===== src/lcdp_pkg.sv =====
// Constants, types and register map of the LCD panel pin interface.
package lcdp_pkg;

  // ==========================================================
  // Clock and timing
  localparam int CLK_MHZ = 40;
  localparam int DAC_SETUP_NS = 20;
  localparam int DAC_PULSE_NS = 50;
  localparam int DAC_HOLD_NS = 20;
  localparam int CNT_W = 4;
  localparam logic [CNT_W-1:0] DAC_SETUP_CYC =
    CNT_W'((DAC_SETUP_NS * CLK_MHZ + 999) / 1000);
  localparam logic [CNT_W-1:0] DAC_PULSE_CYC =
    CNT_W'((DAC_PULSE_NS * CLK_MHZ + 999) / 1000);
  localparam logic [CNT_W-1:0] DAC_HOLD_CYC =
    CNT_W'((DAC_HOLD_NS * CLK_MHZ + 999) / 1000);

  // ==========================================================
  // Modes
  typedef enum logic [1:0] {
    LCDP_TFT = 2'h0,
    LCDP_STN_SINGLE = 2'h1,
    LCDP_STN_DUAL = 2'h2,
    LCDP_EXT_DAC = 2'h3
  } lcdp_panel_t;

  typedef enum logic [1:0] {
    LCDP_IDLE = 2'h0,
    LCDP_SETUP = 2'h1,
    LCDP_PULSE = 2'h3,
    LCDP_HOLD = 2'h2
  } lcdp_dac_state_t;

  // ==========================================================
  // Register map
  localparam int ADDR_W = 4;
  localparam int DATA_W = 16;
  localparam logic [3:0] REG_CONFIG = 4'h0;
  localparam logic [3:0] REG_POWER = 4'h1;
  localparam logic [3:0] REG_GPIO_SEL = 4'h2;
  localparam logic [3:0] REG_GPIO_DIR = 4'h3;
  localparam logic [3:0] REG_GPIO_OUT = 4'h4;
  localparam logic [3:0] REG_GPIO_IN = 4'h5;
  localparam logic [3:0] REG_DAC_CMD = 4'h6;
  localparam logic [3:0] REG_STATUS = 4'h7;

  // Field positions.
  localparam int CFG_PANEL_LSB = 0;
  localparam int CFG_LOGIC_ON_BL = 2;
  localparam int PIN_BACKLIGHT = 0;
  localparam int PIN_DRIVE = 1;
  localparam int PIN_LOGIC = 2;
  localparam int DAC_ADDR_LSB = 8;
  localparam int ST_BUSY = 0;
  localparam int ST_CKE = 1;
  localparam int ST_SDRAM = 2;

  // Reset values.
  localparam logic [1:0] PANEL_RST = 2'h0;
  localparam logic [2:0] PIN3_RST = 3'h0;

endpackage


===== src/lcdp_dac_if.sv =====
// Interface between the pin multiplexer and the palette DAC writer.
interface lcdp_dac_if;
  logic start;
  logic [7:0] wdata;
  logic [1:0] waddr;
  logic busy;
  logic strobe_n;
  logic [7:0] data_out;
  logic [1:0] addr_out;

  modport ctrl (
    output start,
    output wdata,
    output waddr,
    input busy,
    input strobe_n,
    input data_out,
    input addr_out
  );

  modport writer (
    input start,
    input wdata,
    input waddr,
    output busy,
    output strobe_n,
    output data_out,
    output addr_out
  );
endinterface


===== src/lcdp_pin_if.sv =====
// Pin multiplexer of the LCD panel and palette DAC output interface.
//
// Chosen here: the plain strobed port and the placing of the registers.

module lcdp_pin_if (
  input wire logic clk,
  input wire logic reset_n,
  input wire logic clk_en,
  input wire logic [lcdp_pkg::ADDR_W-1:0] reg_addr,
  input wire logic [lcdp_pkg::DATA_W-1:0] reg_wdata,
  input wire logic reg_write,
  input wire logic reg_read,
  output logic [lcdp_pkg::DATA_W-1:0] reg_rdata,
  input wire logic sdram_select,
  input wire logic suspend_mode,
  input wire logic sleep_mode,
  input wire logic pixel_clock_src,
  input wire logic line_sync_src,
  input wire logic frame_sync_src,
  input wire logic show_enable_src,
  input wire logic [3:0] tft_red,
  input wire logic [3:0] tft_green,
  input wire logic [3:0] tft_blue,
  input wire logic [7:0] stn_upper,
  input wire logic [7:0] stn_lower,
  input wire logic [7:0] dac_pixel,
  input wire logic backlight_request_in,
  output logic backlight_request_out,
  output logic backlight_request_oe,
  input wire logic panel_drive_power_request_in,
  output logic panel_drive_power_request_out,
  output logic panel_drive_power_request_oe,
  input wire logic panel_logic_power_request_in,
  output logic panel_logic_power_request_out,
  output logic panel_logic_power_request_oe,
  output logic line_latch_pulse,
  output logic frame_pulse,
  output logic panel_show_enable,
  output logic pixel_clock,
  output logic [7:0] upper_pixel_bus,
  output logic [7:0] lower_pixel_bus
);

  lcdp_dac_if dac ();

  lcdp_dac_writer u_writer (
    .clk(clk),
    .reset_n(reset_n),
    .clk_en(clk_en),
    .dac(dac)
  );

  lcdp_pkg::lcdp_panel_t panel_q;
  logic logic_on_bl_q;
  logic [2:0] power_q;
  logic [2:0] gpio_sel_q;
  logic [2:0] gpio_dir_q;
  logic [2:0] gpio_out_q;
  logic [2:0] pin_s1_q;
  logic [2:0] pin_s2_q;
  logic [3:0] tim_s1_q;
  logic [3:0] tim_s2_q;
  logic pclk_last_q;
  logic start_q;
  logic [7:0] dac_wdata_q;
  logic [1:0] dac_waddr_q;
  logic cke_q;
  logic is_dac;
  logic pclk_rise;
  logic [2:0] pin_out_d;
  logic [2:0] pin_oe_d;

  // Register index match, used with the write strobe.
  function automatic logic hit(input logic [3:0] a, input logic [3:0] r);
    return a == r;
  endfunction

  // ==========================================================
  // Register writes
  always_ff @(posedge clk or negedge reset_n) begin
    if (!reset_n) begin
      panel_q <= lcdp_pkg::lcdp_panel_t'(lcdp_pkg::PANEL_RST);
      logic_on_bl_q <= 1'b0;
    end else if (clk_en && reg_write && hit(reg_addr, lcdp_pkg::REG_CONFIG))
    begin
      panel_q <= lcdp_pkg::lcdp_panel_t'(
        reg_wdata[lcdp_pkg::CFG_PANEL_LSB +: 2]);
      logic_on_bl_q <= reg_wdata[lcdp_pkg::CFG_LOGIC_ON_BL];
    end
  end

  always_ff @(posedge clk or negedge reset_n) begin
    if (!reset_n) begin
      power_q <= lcdp_pkg::PIN3_RST;
    end else if (clk_en && reg_write && hit(reg_addr, lcdp_pkg::REG_POWER))
    begin
      power_q <= reg_wdata[2:0];
    end
  end

  always_ff @(posedge clk or negedge reset_n) begin
    if (!reset_n) begin
      gpio_sel_q <= lcdp_pkg::PIN3_RST;
      gpio_dir_q <= lcdp_pkg::PIN3_RST;
      gpio_out_q <= lcdp_pkg::PIN3_RST;
    end else if (clk_en && reg_write) begin
      if (hit(reg_addr, lcdp_pkg::REG_GPIO_SEL)) begin
        gpio_sel_q <= reg_wdata[2:0];
      end
      if (hit(reg_addr, lcdp_pkg::REG_GPIO_DIR)) begin
        gpio_dir_q <= reg_wdata[2:0];
      end
      if (hit(reg_addr, lcdp_pkg::REG_GPIO_OUT)) begin
        gpio_out_q <= reg_wdata[2:0];
      end
    end
  end

  // A write to the command register launches one DAC register write unless the writer is still busy.
  always_ff @(posedge clk or negedge reset_n) begin
    if (!reset_n) begin
      start_q <= 1'b0;
      dac_wdata_q <= 8'h00;
      dac_waddr_q <= 2'h0;
    end else if (clk_en) begin
      start_q <= reg_write && hit(reg_addr, lcdp_pkg::REG_DAC_CMD);
      if (reg_write && hit(reg_addr, lcdp_pkg::REG_DAC_CMD)) begin
        dac_wdata_q <= reg_wdata[7:0];
        dac_waddr_q <= reg_wdata[lcdp_pkg::DAC_ADDR_LSB +: 2];
      end
    end
  end

  assign dac.start = start_q;
  assign dac.wdata = dac_wdata_q;
  assign dac.waddr = dac_waddr_q;

  // ==========================================================
  // Register reads
  always_ff @(posedge clk or negedge reset_n) begin
    if (!reset_n) begin
      reg_rdata <= 16'h0000;
    end else if (clk_en) begin
      reg_rdata <= 16'h0000;
      if (reg_read) begin
        unique case (reg_addr)
          lcdp_pkg::REG_CONFIG:
            reg_rdata <= {13'h0000, logic_on_bl_q, panel_q};
          lcdp_pkg::REG_POWER: reg_rdata <= {13'h0000, power_q};
          lcdp_pkg::REG_GPIO_SEL: reg_rdata <= {13'h0000, gpio_sel_q};
          lcdp_pkg::REG_GPIO_DIR: reg_rdata <= {13'h0000, gpio_dir_q};
          lcdp_pkg::REG_GPIO_OUT: reg_rdata <= {13'h0000, gpio_out_q};
          lcdp_pkg::REG_GPIO_IN:
            reg_rdata <= {13'h0000, pin_s2_q};
          lcdp_pkg::REG_DAC_CMD:
            reg_rdata <= {6'h00, dac_waddr_q, dac_wdata_q};
          lcdp_pkg::REG_STATUS:
            reg_rdata <= {13'h0000, sdram_select, cke_q, dac.busy};
          default: reg_rdata <= 16'h0000;
        endcase
      end
    end
  end

  // ==========================================================
  // Synchronisers for pins and engine timing
  always_ff @(posedge clk or negedge reset_n) begin
    if (!reset_n) begin
      pin_s1_q <= 3'h0;
      pin_s2_q <= 3'h0;
    end else if (clk_en) begin
      pin_s1_q <= {panel_logic_power_request_in,
                   panel_drive_power_request_in, backlight_request_in};
      pin_s2_q <= pin_s1_q;
    end
  end

  always_ff @(posedge clk or negedge reset_n) begin
    if (!reset_n) begin
      tim_s1_q <= 4'h0;
      tim_s2_q <= 4'h0;
      pclk_last_q <= 1'b0;
    end else if (clk_en) begin
      tim_s1_q <= {pixel_clock_src, show_enable_src, frame_sync_src,
                   line_sync_src};
      tim_s2_q <= tim_s1_q;
      pclk_last_q <= tim_s2_q[3];
    end
  end

  assign is_dac = (panel_q == lcdp_pkg::LCDP_EXT_DAC);
  assign pclk_rise = tim_s2_q[3] && !pclk_last_q;

  // ==========================================================
  // Timing strobes: one pin serves every panel type.
  always_ff @(posedge clk or negedge reset_n) begin
    if (!reset_n) begin
      line_latch_pulse <= 1'b0;
      frame_pulse <= 1'b0;
      panel_show_enable <= 1'b0;
      pixel_clock <= 1'b0;
    end else if (clk_en) begin
      line_latch_pulse <= tim_s2_q[0];
      frame_pulse <= tim_s2_q[1];
      panel_show_enable <= tim_s2_q[2];
      pixel_clock <= tim_s2_q[3];
    end
  end

  // ==========================================================
  // Pixel buses, updated on each pixel clock rise; in DAC mode the upper bus on every cycle.
  always_ff @(posedge clk or negedge reset_n) begin
    if (!reset_n) begin
      upper_pixel_bus <= 8'h00;
      lower_pixel_bus <= 8'h00;
    end else if (clk_en && (pclk_rise || is_dac)) begin
      unique case (panel_q)
        lcdp_pkg::LCDP_TFT: begin
          upper_pixel_bus <= {tft_red, 2'h0, tft_green[3:2]};
          lower_pixel_bus <= {tft_green[1:0], 2'h0, tft_blue};
        end
        lcdp_pkg::LCDP_STN_SINGLE: begin
          upper_pixel_bus <= 8'h00;
          lower_pixel_bus <= stn_lower;
        end
        lcdp_pkg::LCDP_STN_DUAL: begin
          upper_pixel_bus <= stn_upper;
          lower_pixel_bus <= stn_lower;
        end
        lcdp_pkg::LCDP_EXT_DAC: begin
          // Write data must stand before the strobe falls, so it follows
          // the writer every cycle instead of waiting for a pixel clock.
          upper_pixel_bus <= dac.data_out;
          if (pclk_rise) begin
            lower_pixel_bus <= dac_pixel;
          end
        end
      endcase
    end
  end

  // ==========================================================
  // Request pins
  always_ff @(posedge clk or negedge reset_n) begin
    if (!reset_n) begin
      cke_q <= 1'b1;
    end else if (clk_en) begin
      cke_q <= !(suspend_mode || sleep_mode);
    end
  end

  always_comb begin
    pin_out_d = power_q;
    pin_oe_d = 3'h7;
    if (logic_on_bl_q) begin
      pin_out_d[lcdp_pkg::PIN_BACKLIGHT] = power_q[lcdp_pkg::PIN_LOGIC];
    end
    for (int i = 0; i < 3; i++) begin
      if (gpio_sel_q[i]) begin
        pin_out_d[i] = gpio_out_q[i];
        pin_oe_d[i] = gpio_dir_q[i];
      end
    end
    if (sdram_select) begin
      pin_out_d[lcdp_pkg::PIN_LOGIC] = cke_q;
      pin_oe_d[lcdp_pkg::PIN_LOGIC] = 1'b1;
    end
    if (is_dac) begin
      pin_out_d = {dac.addr_out, dac.strobe_n};
      pin_oe_d = 3'h7;
    end
  end

  always_ff @(posedge clk or negedge reset_n) begin
    if (!reset_n) begin
      backlight_request_out <= 1'b0;
      backlight_request_oe <= 1'b1;
      panel_drive_power_request_out <= 1'b0;
      panel_drive_power_request_oe <= 1'b1;
      panel_logic_power_request_out <= 1'b0;
      panel_logic_power_request_oe <= 1'b1;
    end else if (clk_en) begin
      backlight_request_out <= pin_out_d[lcdp_pkg::PIN_BACKLIGHT];
      backlight_request_oe <= pin_oe_d[lcdp_pkg::PIN_BACKLIGHT];
      panel_drive_power_request_out <= pin_out_d[lcdp_pkg::PIN_DRIVE];
      panel_drive_power_request_oe <= pin_oe_d[lcdp_pkg::PIN_DRIVE];
      panel_logic_power_request_out <= pin_out_d[lcdp_pkg::PIN_LOGIC];
      panel_logic_power_request_oe <= pin_oe_d[lcdp_pkg::PIN_LOGIC];
    end
  end

  // ==========================================================
  // Checks
  a_dac_strobe_pin: assert property (@(posedge clk) disable iff (!reset_n)
    (clk_en && is_dac) |=> backlight_request_oe &&
      backlight_request_out == $past(dac.strobe_n))
    else $error("Backlight pin does not carry the DAC strobe.");

  a_dac_addr_pins: assert property (@(posedge clk) disable iff (!reset_n)
    (clk_en && is_dac) |=> panel_drive_power_request_oe &&
      panel_drive_power_request_out == $past(dac.addr_out[0]))
    else $error("Drive pin does not carry DAC address bit 0.");

  a_dac_addr_hi: assert property (@(posedge clk) disable iff (!reset_n)
    (clk_en && is_dac) |=> panel_logic_power_request_oe &&
      panel_logic_power_request_out == $past(dac.addr_out[1]))
    else $error("Logic pin does not carry DAC address bit 1.");

  a_line_latency: assert property (@(posedge clk) disable iff (!reset_n)
    clk_en [*3] |=> line_latch_pulse == $past(line_sync_src, 3))
    else $error("Line latch pulse does not follow the line sync.");

  a_show_latency: assert property (@(posedge clk) disable iff (!reset_n)
    clk_en [*3] |=> panel_show_enable == $past(show_enable_src, 3))
    else $error("Show enable does not follow its source.");

  a_tft_pixel_map: assert property (@(posedge clk) disable iff (!reset_n)
    (clk_en && pclk_rise && panel_q == lcdp_pkg::LCDP_TFT) |=>
      upper_pixel_bus == {$past(tft_red), 2'h0, $past(tft_green[3:2])} &&
      lower_pixel_bus == {$past(tft_green[1:0]), 2'h0, $past(tft_blue)})
    else $error("TFT pixel bits placed wrongly.");

  a_dac_pixel_map: assert property (@(posedge clk) disable iff (!reset_n)
    (clk_en && pclk_rise && is_dac) |=>
      lower_pixel_bus == $past(dac_pixel) &&
      upper_pixel_bus == $past(dac.data_out))
    else $error("DAC pixel or register data placed wrongly.");

  a_sdram_cke_low: assert property (@(posedge clk) disable iff (!reset_n)
    (clk_en && sdram_select && !is_dac && (suspend_mode || sleep_mode))
      ##1 (clk_en && sdram_select && !is_dac) |=>
      !panel_logic_power_request_out)
    else $error("SDRAM clock enable not low in suspend or sleep.");

  a_backlight_level: assert property (@(posedge clk) disable iff (!reset_n)
    (clk_en && !is_dac && !gpio_sel_q[0] && !logic_on_bl_q) |=>
      backlight_request_out == $past(power_q[0]))
    else $error("Backlight request does not follow its setting.");

  a_gpio_input: assert property (@(posedge clk) disable iff (!reset_n)
    clk_en [*2] |=> pin_s2_q[1] == $past(panel_drive_power_request_in, 2))
    else $error("GPIO input value not captured.");

endmodule


===== src/lcdp_dac_writer.sv =====
// Write cycle generator for the external palette DAC registers.
module lcdp_dac_writer (
  input wire logic clk,
  input wire logic reset_n,
  input wire logic clk_en,
  lcdp_dac_if.writer dac
);

  lcdp_pkg::lcdp_dac_state_t state_q;
  logic [lcdp_pkg::CNT_W-1:0] cnt_q;
  logic strobe_n_q;
  logic [7:0] data_q;
  logic [1:0] addr_q;

  // ==========================================================
  // Sequencer: setup, strobe low, hold.
  always_ff @(posedge clk or negedge reset_n) begin
    if (!reset_n) begin
      state_q <= lcdp_pkg::LCDP_IDLE;
      cnt_q <= '0;
    end else if (clk_en) begin
      unique case (state_q)
        lcdp_pkg::LCDP_IDLE: begin
          if (dac.start) begin
            state_q <= lcdp_pkg::LCDP_SETUP;
            cnt_q <= lcdp_pkg::DAC_SETUP_CYC;
          end
        end
        lcdp_pkg::LCDP_SETUP: begin
          if (cnt_q == 4'h1) begin
            state_q <= lcdp_pkg::LCDP_PULSE;
            cnt_q <= lcdp_pkg::DAC_PULSE_CYC;
          end else begin
            cnt_q <= cnt_q - 4'h1;
          end
        end
        lcdp_pkg::LCDP_PULSE: begin
          if (cnt_q == 4'h1) begin
            state_q <= lcdp_pkg::LCDP_HOLD;
            cnt_q <= lcdp_pkg::DAC_HOLD_CYC;
          end else begin
            cnt_q <= cnt_q - 4'h1;
          end
        end
        lcdp_pkg::LCDP_HOLD: begin
          if (cnt_q == 4'h1) begin
            state_q <= lcdp_pkg::LCDP_IDLE;
          end else begin
            cnt_q <= cnt_q - 4'h1;
          end
        end
      endcase
    end
  end

  // A start while busy is ignored so the bus lines never move mid-cycle.
  always_ff @(posedge clk or negedge reset_n) begin
    if (!reset_n) begin
      data_q <= 8'h00;
      addr_q <= 2'h0;
    end else if (clk_en && dac.start && state_q == lcdp_pkg::LCDP_IDLE) begin
      data_q <= dac.wdata;
      addr_q <= dac.waddr;
    end
  end

  always_ff @(posedge clk or negedge reset_n) begin
    if (!reset_n) begin
      strobe_n_q <= 1'b1;
    end else if (clk_en) begin
      strobe_n_q <= !(state_q == lcdp_pkg::LCDP_SETUP && cnt_q == 4'h1) &&
                    !(state_q == lcdp_pkg::LCDP_PULSE && cnt_q != 4'h1);
    end
  end

  assign dac.busy = (state_q != lcdp_pkg::LCDP_IDLE);
  assign dac.strobe_n = strobe_n_q;
  assign dac.data_out = data_q;
  assign dac.addr_out = addr_q;

  // ==========================================================
  // Checks
  a_busy_holds_data: assert property (@(posedge clk) disable iff (!reset_n)
    (dac.busy && dac.start) |=> $stable(data_q))
    else $error("DAC write data changed during a write cycle.");

  a_strobe_in_busy: assert property (@(posedge clk) disable iff (!reset_n)
    !strobe_n_q |-> state_q != lcdp_pkg::LCDP_IDLE)
    else $error("DAC strobe active while the writer is idle.");

endmodule


===== config.mk =====
export PLATFORM = sky130hd
export DESIGN_NAME = lcdp_pin_if
export DESIGN_NICKNAME = d
export VERILOG_FILES = /design/src/lcdp_pkg.sv /design/src/lcdp_dac_if.sv /design/src/lcdp_pin_if.sv /design/src/lcdp_dac_writer.sv
export SDC_FILE = /design/constraint.sdc
export NUM_CORES = 1
export LEC_CHECK = 0
export BUFFER_PORTS_ARGS = -buffer_cell sky130_fd_sc_hd__buf_2
export CORE_ASPECT_RATIO = 0.75
export CORE_MARGIN = 1
export CORE_UTILIZATION = 53
export DETAILED_ROUTE_END_ITERATION = 16
export GPL_ROUTABILITY_DRIVEN = 1
export PLACE_DENSITY = 0.82
export REMOVE_ABC_BUFFERS = 1
export SYNTH_ARGS = -nofsm -noshare
export SYNTH_HDL_FRONTEND = slang
export SYNTH_SLANG_ARGS = --single-unit

===== constraint.sdc =====
create_clock -name clk -period 1.8 [get_ports clk]
set_clock_uncertainty 0.15 [all_clocks]
set_input_delay 0.18 -clock clk [delete_from_list [all_inputs] [get_ports clk]]
set_output_delay 0.18 -clock clk [all_outputs]
set_load 0.005 [all_outputs]

Word-level counts from Yosys, hierarchy flattened. Cells that the tools add are included. Widths: inputs -> output; s select.

Muxes and demuxes: 26. Reduce and logical (&&, ||, !) cells: 29. Add/subtract/negate cells: 1. Eq/ne operators: 21.

Operators by type and width (count): $pmux 10 s8 (1); $pmux 8 s4 (1); $pmux 8 s3 (1); $eq 4x3->1 const B (4); $mux 4 (4); $pmux 4 s4 (1); $logic_and 1x1->1 (11); $mux 10 (1); $reduce_and 2->1 (5); $mux 1 (9); $eq 2x2->1 const B (4); $eq 4x1->1 const B (2); $eq 4x2->1 const B (2); $mux 2 (4); $mux 8 (1); $ne 2x1->1 const B (4); $pmux 2 s4 (1); $mux 3 (2); $reduce_and 5->1 (1); $eq 2x1->1 const B (2); $logic_not 1->1 (4); $logic_not 2->1 (2); $logic_not 4->1 (1); $ne 2x2->1 const B (2); other kinds (6) (7).

Input port bits: 71. Output and inout bits: 42. Flip-flop bits (word level): 100.

Longest topological paths before layout.
Depth in word-level cells: 5. Depth in mapped cells: 7.

Modules after synthesis. Synthesis repeated with hierarchy kept, for this count alone.

Cells, all modules: 386. Area total of the unflattened synthesis: 4513.1 um2.

Modules (own cells, without submodules): lcdp_pin_if (times used 1, area each 3614.7 um2, cells an instance 315); lcdp_dac_writer (times used 1, area each 898.4 um2, cells an instance 71).

Worst setup path after synthesis. No wires, ideal clock.

Path type: reg2reg. Start point: reg u_writer.cnt_q[1] (netlist bit). End point: reg u_writer.cnt_q[0] (netlist bit). Library setup time: 135 ps. Slack: 153 ps. Data arrival time: 1362 ps. Stages on the path, launching flop included: 7. Period minus slack after synthesis: 1647 ps. Cells stage by stage: dfrtp_1 inv_1 ha_1 nor3b_2 nand2_1 a311oi_1 a221oi_1.

Cells in the longest elaborated chain, start to end: 3.

Ends and longest elaborated chain: start, declared (line lcdp_dac_writer.sv:10) `logic [lcdp_pkg::CNT_W-1:0] cnt_q;`; start signal, assigned (line lcdp_dac_writer.sv:26) `cnt_q <= lcdp_pkg::DAC_SETUP_CYC;`; start signal, assigned (line lcdp_dac_writer.sv:32) `cnt_q <= lcdp_pkg::DAC_PULSE_CYC;`; start signal, assigned (line lcdp_dac_writer.sv:34) `cnt_q <= cnt_q - 4'h1;`; $eq 4x1->1 * (line lcdp_dac_writer.sv:30, lcdp_dac_writer.sv:38, lcdp_dac_writer.sv:46); $mux 4, or another cell as far along (line lcdp_dac_writer.sv:38) `if (cnt_q == 4'h1) begin`; $pmux 4 s4 or $reduce_and 3->1 (tied branches).

Mark *: on every way between the ends. The rest lies on a longest branch, timed or not. A chain may end at the register's enable or synchronous reset.

Final worst setup path. Ends and elaborated chain as after synthesis.

==> summary.md <==
| Metric | Value |
|---|---|
| PortBufs | 100 |
| Sw Share | 31.8% |
| CTS root buffer | clkbuf_8 |
| Total gr overflow | 0 |
| Slew @ Worst Pin | 0.584 ns |
| Final ANT Viol Nets | 0 |
| Startpoint type of the worst setup path | register |
| Mapped Area | 0.00439 mm2 |
| H-tree levels | 3 |
| Later-pin clock latency in the skew report | 0.36 ns |
| Register area share after synthesis | 53.7% |
| Data arrival, critical path | 1.76 ns |
| Clock Path Buffers | 2 |
| Most common cell after layout, fill and taps aside | buf_2 |
| Flop pwr share | 50.8% |
| Pre-CTS setup slack | 0.0936 ns |
| Leak | 0.00266 uW |
| Slew headroom | 60.9% |
| Clock Sinks | 94 |
| Worst Hold End | upper_pixel_bus[2]$_DFFE_PN0P_ |
| Core area | 0.00795 mm2 |
| MaxCap Viol Count | 0 |
| Critical-path cell list | inv_1 > ha_1 > nor3b_2 > nand2_1 > a311oi_1 > a221oi_1 |
| Final Max Slew Viols | 0 |
| Post-Route WL | 9880 um |
| Comb power frac | 25.5% |
| Hold path cells | 3 |
| Post-synth ARST share | 100% |
| CTS tree | built |
| Cell count after synthesis | 386 |
| Remaining DRCs | 0 |
| Share of cells above drive strength 1 | 37.3% |
| Number of top-level pins | 113 |
| Final #Nets | 602 |
| Min cycle time layout | 1.67 ns |
| Maximum vdd drop | 0.512 mV |
| Max incr delay on CP | 0.42 ns |
| Kind of critical path | register to register |
| Largest fanout on the critical path | 4 |
| Post-DP HPWL | 6970 um |
| Min-Delay Path Class | input port to register |
| Num CTS Buffers | 9 |
| Critical Path RT | 1.89 ns |
| Final period util | 92.8% |
| Post-synthesis sequential element count | 94 |
| Row cnt | 28 |
| Via count | 3474 |
| Die W | 107 um |
| Post-synth cell types | 47 |
| Number of global-route vias before repair | 3524 |
| Synth Flop Type | dfrtp_1 |
| Fin. Hold Viols | 0 |
| Total track usage | 24.1% |
| Antenna cells | 0 |
| First DRT Iteration DRCs | 219 |
| Max Freq | 599 MHz |
| HP Start | stn_upper[2] |
| Cts repair resizes | 0 |
| Clock share of power | 23.6% |
| GP Congestion | 0.882 |
| Setup ws final | 0.130 ns |
| Status | finished, final reports clean |
| Internal power | 3760 uW |
| Reg2Reg Depth | 6 |
| Worst R2R Start | u_writer.cnt_q[1]$_DFFE_PN0P_ |
| Clock slew at reported path FFs | 0.09 ns |
| Slowest stage cell, crit path | dfrtp_1 |
| Pwr per Cell Area | 987 mW/mm2 |
| Syn Area/Cell | 11.4 um2 |
| DR WL/cell | 15.5 um |
| Worst Setup End Kind | register |
| Setup Viol. Count Final | 0 |
| RSZ-0062 raised after global routing | no |
| CTS Hold Bufs | 35 |
| First-pass GRT wire length | 16400 um |
| Initial antenna violation count | 0 |
| Die area | 0.00865 mm2 |
| Drt via density | 5.46 |
| Pin count of the biggest net entering global routing | 38 |
| Router iterations before antenna repair | 5 |
| EDFF count, synth | 0 |
| Reg2Reg Setup Slack | 0.13 ns |
| Setup tns final | 0 ns |
| Commonest cells after routing, fill and taps aside | buf_2 (99), dfrtp_1 (89), mux2_2 (54), nand2_1 (37), dlygate4sd3_1 (35) |
| Setup bufs post-CTS | 0 |
| Starting Density | 55.2% |
| Sw Pwr | 1750 uW |
| Filler instances | 603 |
| Area grow syn2layout | 27.1% |
| Die span in y | 80.8 um |
| Yosys warns | 0 |
| RR Endpoint | u_writer.cnt_q[0]$_DFFE_PN0P_ |
-- per-stage QoR --
stage               cell area [um2]  cells  util [%]  power (uW)  hold slack, ns
finish                         5580    636      70.2        5510          0.0228
CTS                            5580    636      70.2        5540          0.0116
floorplan                      4250    363         -        3550          -0.266
detailed placement             5050    585      63.5        4180         0.00729
global route                   5580    636      70.2        5840         0.00409
global placement               5050    585      63.5        4090         0.00170
-- power groups by stage --
stage | registers (uW) | logic [uW] | clock network [uW]
6_report | 2800 | 1410 | 1300
2_1_floorplan | 2800 | 750 | 0
4_1_cts | 2800 | 1410 | 1330
5_1_grt | 2860 | 1570 | 1410
3_5_place_dp | 2840 | 1340 | 0
3_3_place_gp | 2800 | 1290 | 0
-- routing by layer --
| metal | GRT usage [%] | up-vias | wire length, um | part of all wire [%] |
|---|---|---|---|---|
| li1 | - | 1661 | - | - |
| met1 | 31.4 | 1696 | 4430 | 45 |
| met2 | 42.1 | 108 | 4940 | 50 |
| met3 | 5.30 | 9 | 438 | 4.4 |
| met4 | 4.93 | 0 | 73 | 0.74 |
| met5 | 0 | - | 0 | 0 |
-- logic make-up (layout without fill, tap and decap cells) --
logic type | after synthesis | count (layout) | share of synthesized area (%)
compound gates | 96 | 96 | 14.5
xor+xnor | 1 | 1 | 0.200
fa+ha+maj | 5 | 5 | 1.43
buf+inv | 37 | 177 | 4.36
flops | 94 | 94 | 53.7
mux | 62 | 62 | 15.7
other cells | 1 | 6 | 0.0855
simple gates | 90 | 90 | 9.98
-- sequential cells by signal, indices dropped and copies added, names as in the netlist, 4 cells and up --
name / flops
tim_s1_q: 4
upper_pixel_bus: 8
reg_rdata: 10
u_writer.dac.data_out: 8
u_writer.cnt_q: 4
lower_pixel_bus: 8
dac.wdata: 8
tim_s2_q: 4
-- Yosys cell counts, drive strengths merged (7+ instances only) --
master / n / area share (%)
mux2i: 8 / 1.8
dfrtp: 89 / 51
nand2: 37 / 3.2
inv: 9 / 0.77
a22o: 9 / 1.8
a22oi: 20 / 3.4
buf: 23 / 3.2
mux2: 54 / 14
o21ai: 23 / 2.6
o31ai: 7 / 1.2
a21oi: 21 / 2.4
nor2: 30 / 2.6
-- critical path: cells and delay by family, from the launching register on --
family,cells,cell delay (ns)
flops,1,0.42
simple gates,2,0.41
compound gates,2,0.34
fa+ha+maj,1,0.14
buf+inv,1,0.10
-- area by class of cell --
cell class	instances	area, um2	area share [%]
clock buffers	9	124	2.22
clock inverters	7	56.3	1.01
inverters	9	33.8	0.606
multi-input cells	260	1860	33.3
flip-flops and latches	94	2360	42.3
well taps	105	131	2.35
repair buffers	152	1020	18.3
-- worst max-delay path by stage --
stage | startpoint | to | slack, ns | cells after the start
2_1_floorplan | panel_q[0]$_DFFE_PN0P_ | upper_pixel_bus[0]$_DFFE_PN0P_ | -0.10 | 3
3_3_place_gp | reg_addr[2] | dac.wdata[4]$_DFFE_PN0P_ | 0.18 | 6
3_5_place_dp | clk_en | lower_pixel_bus[4]$_DFFE_PN0P_ | 0.09 | 4
4_1_cts | panel_q[0]$_DFFE_PN0P_ | lower_pixel_bus[6]$_DFFE_PN0P_ | 0.14 | 6
5_1_grt | u_writer.cnt_q[1]$_DFFE_PN0P_ | u_writer.cnt_q[0]$_DFFE_PN0P_ | 0.004 | 6
6_report | u_writer.cnt_q[1]$_DFFE_PN0P_ | u_writer.cnt_q[0]$_DFFE_PN0P_ | 0.13 | 6
(Power assumes the default switching activity.)
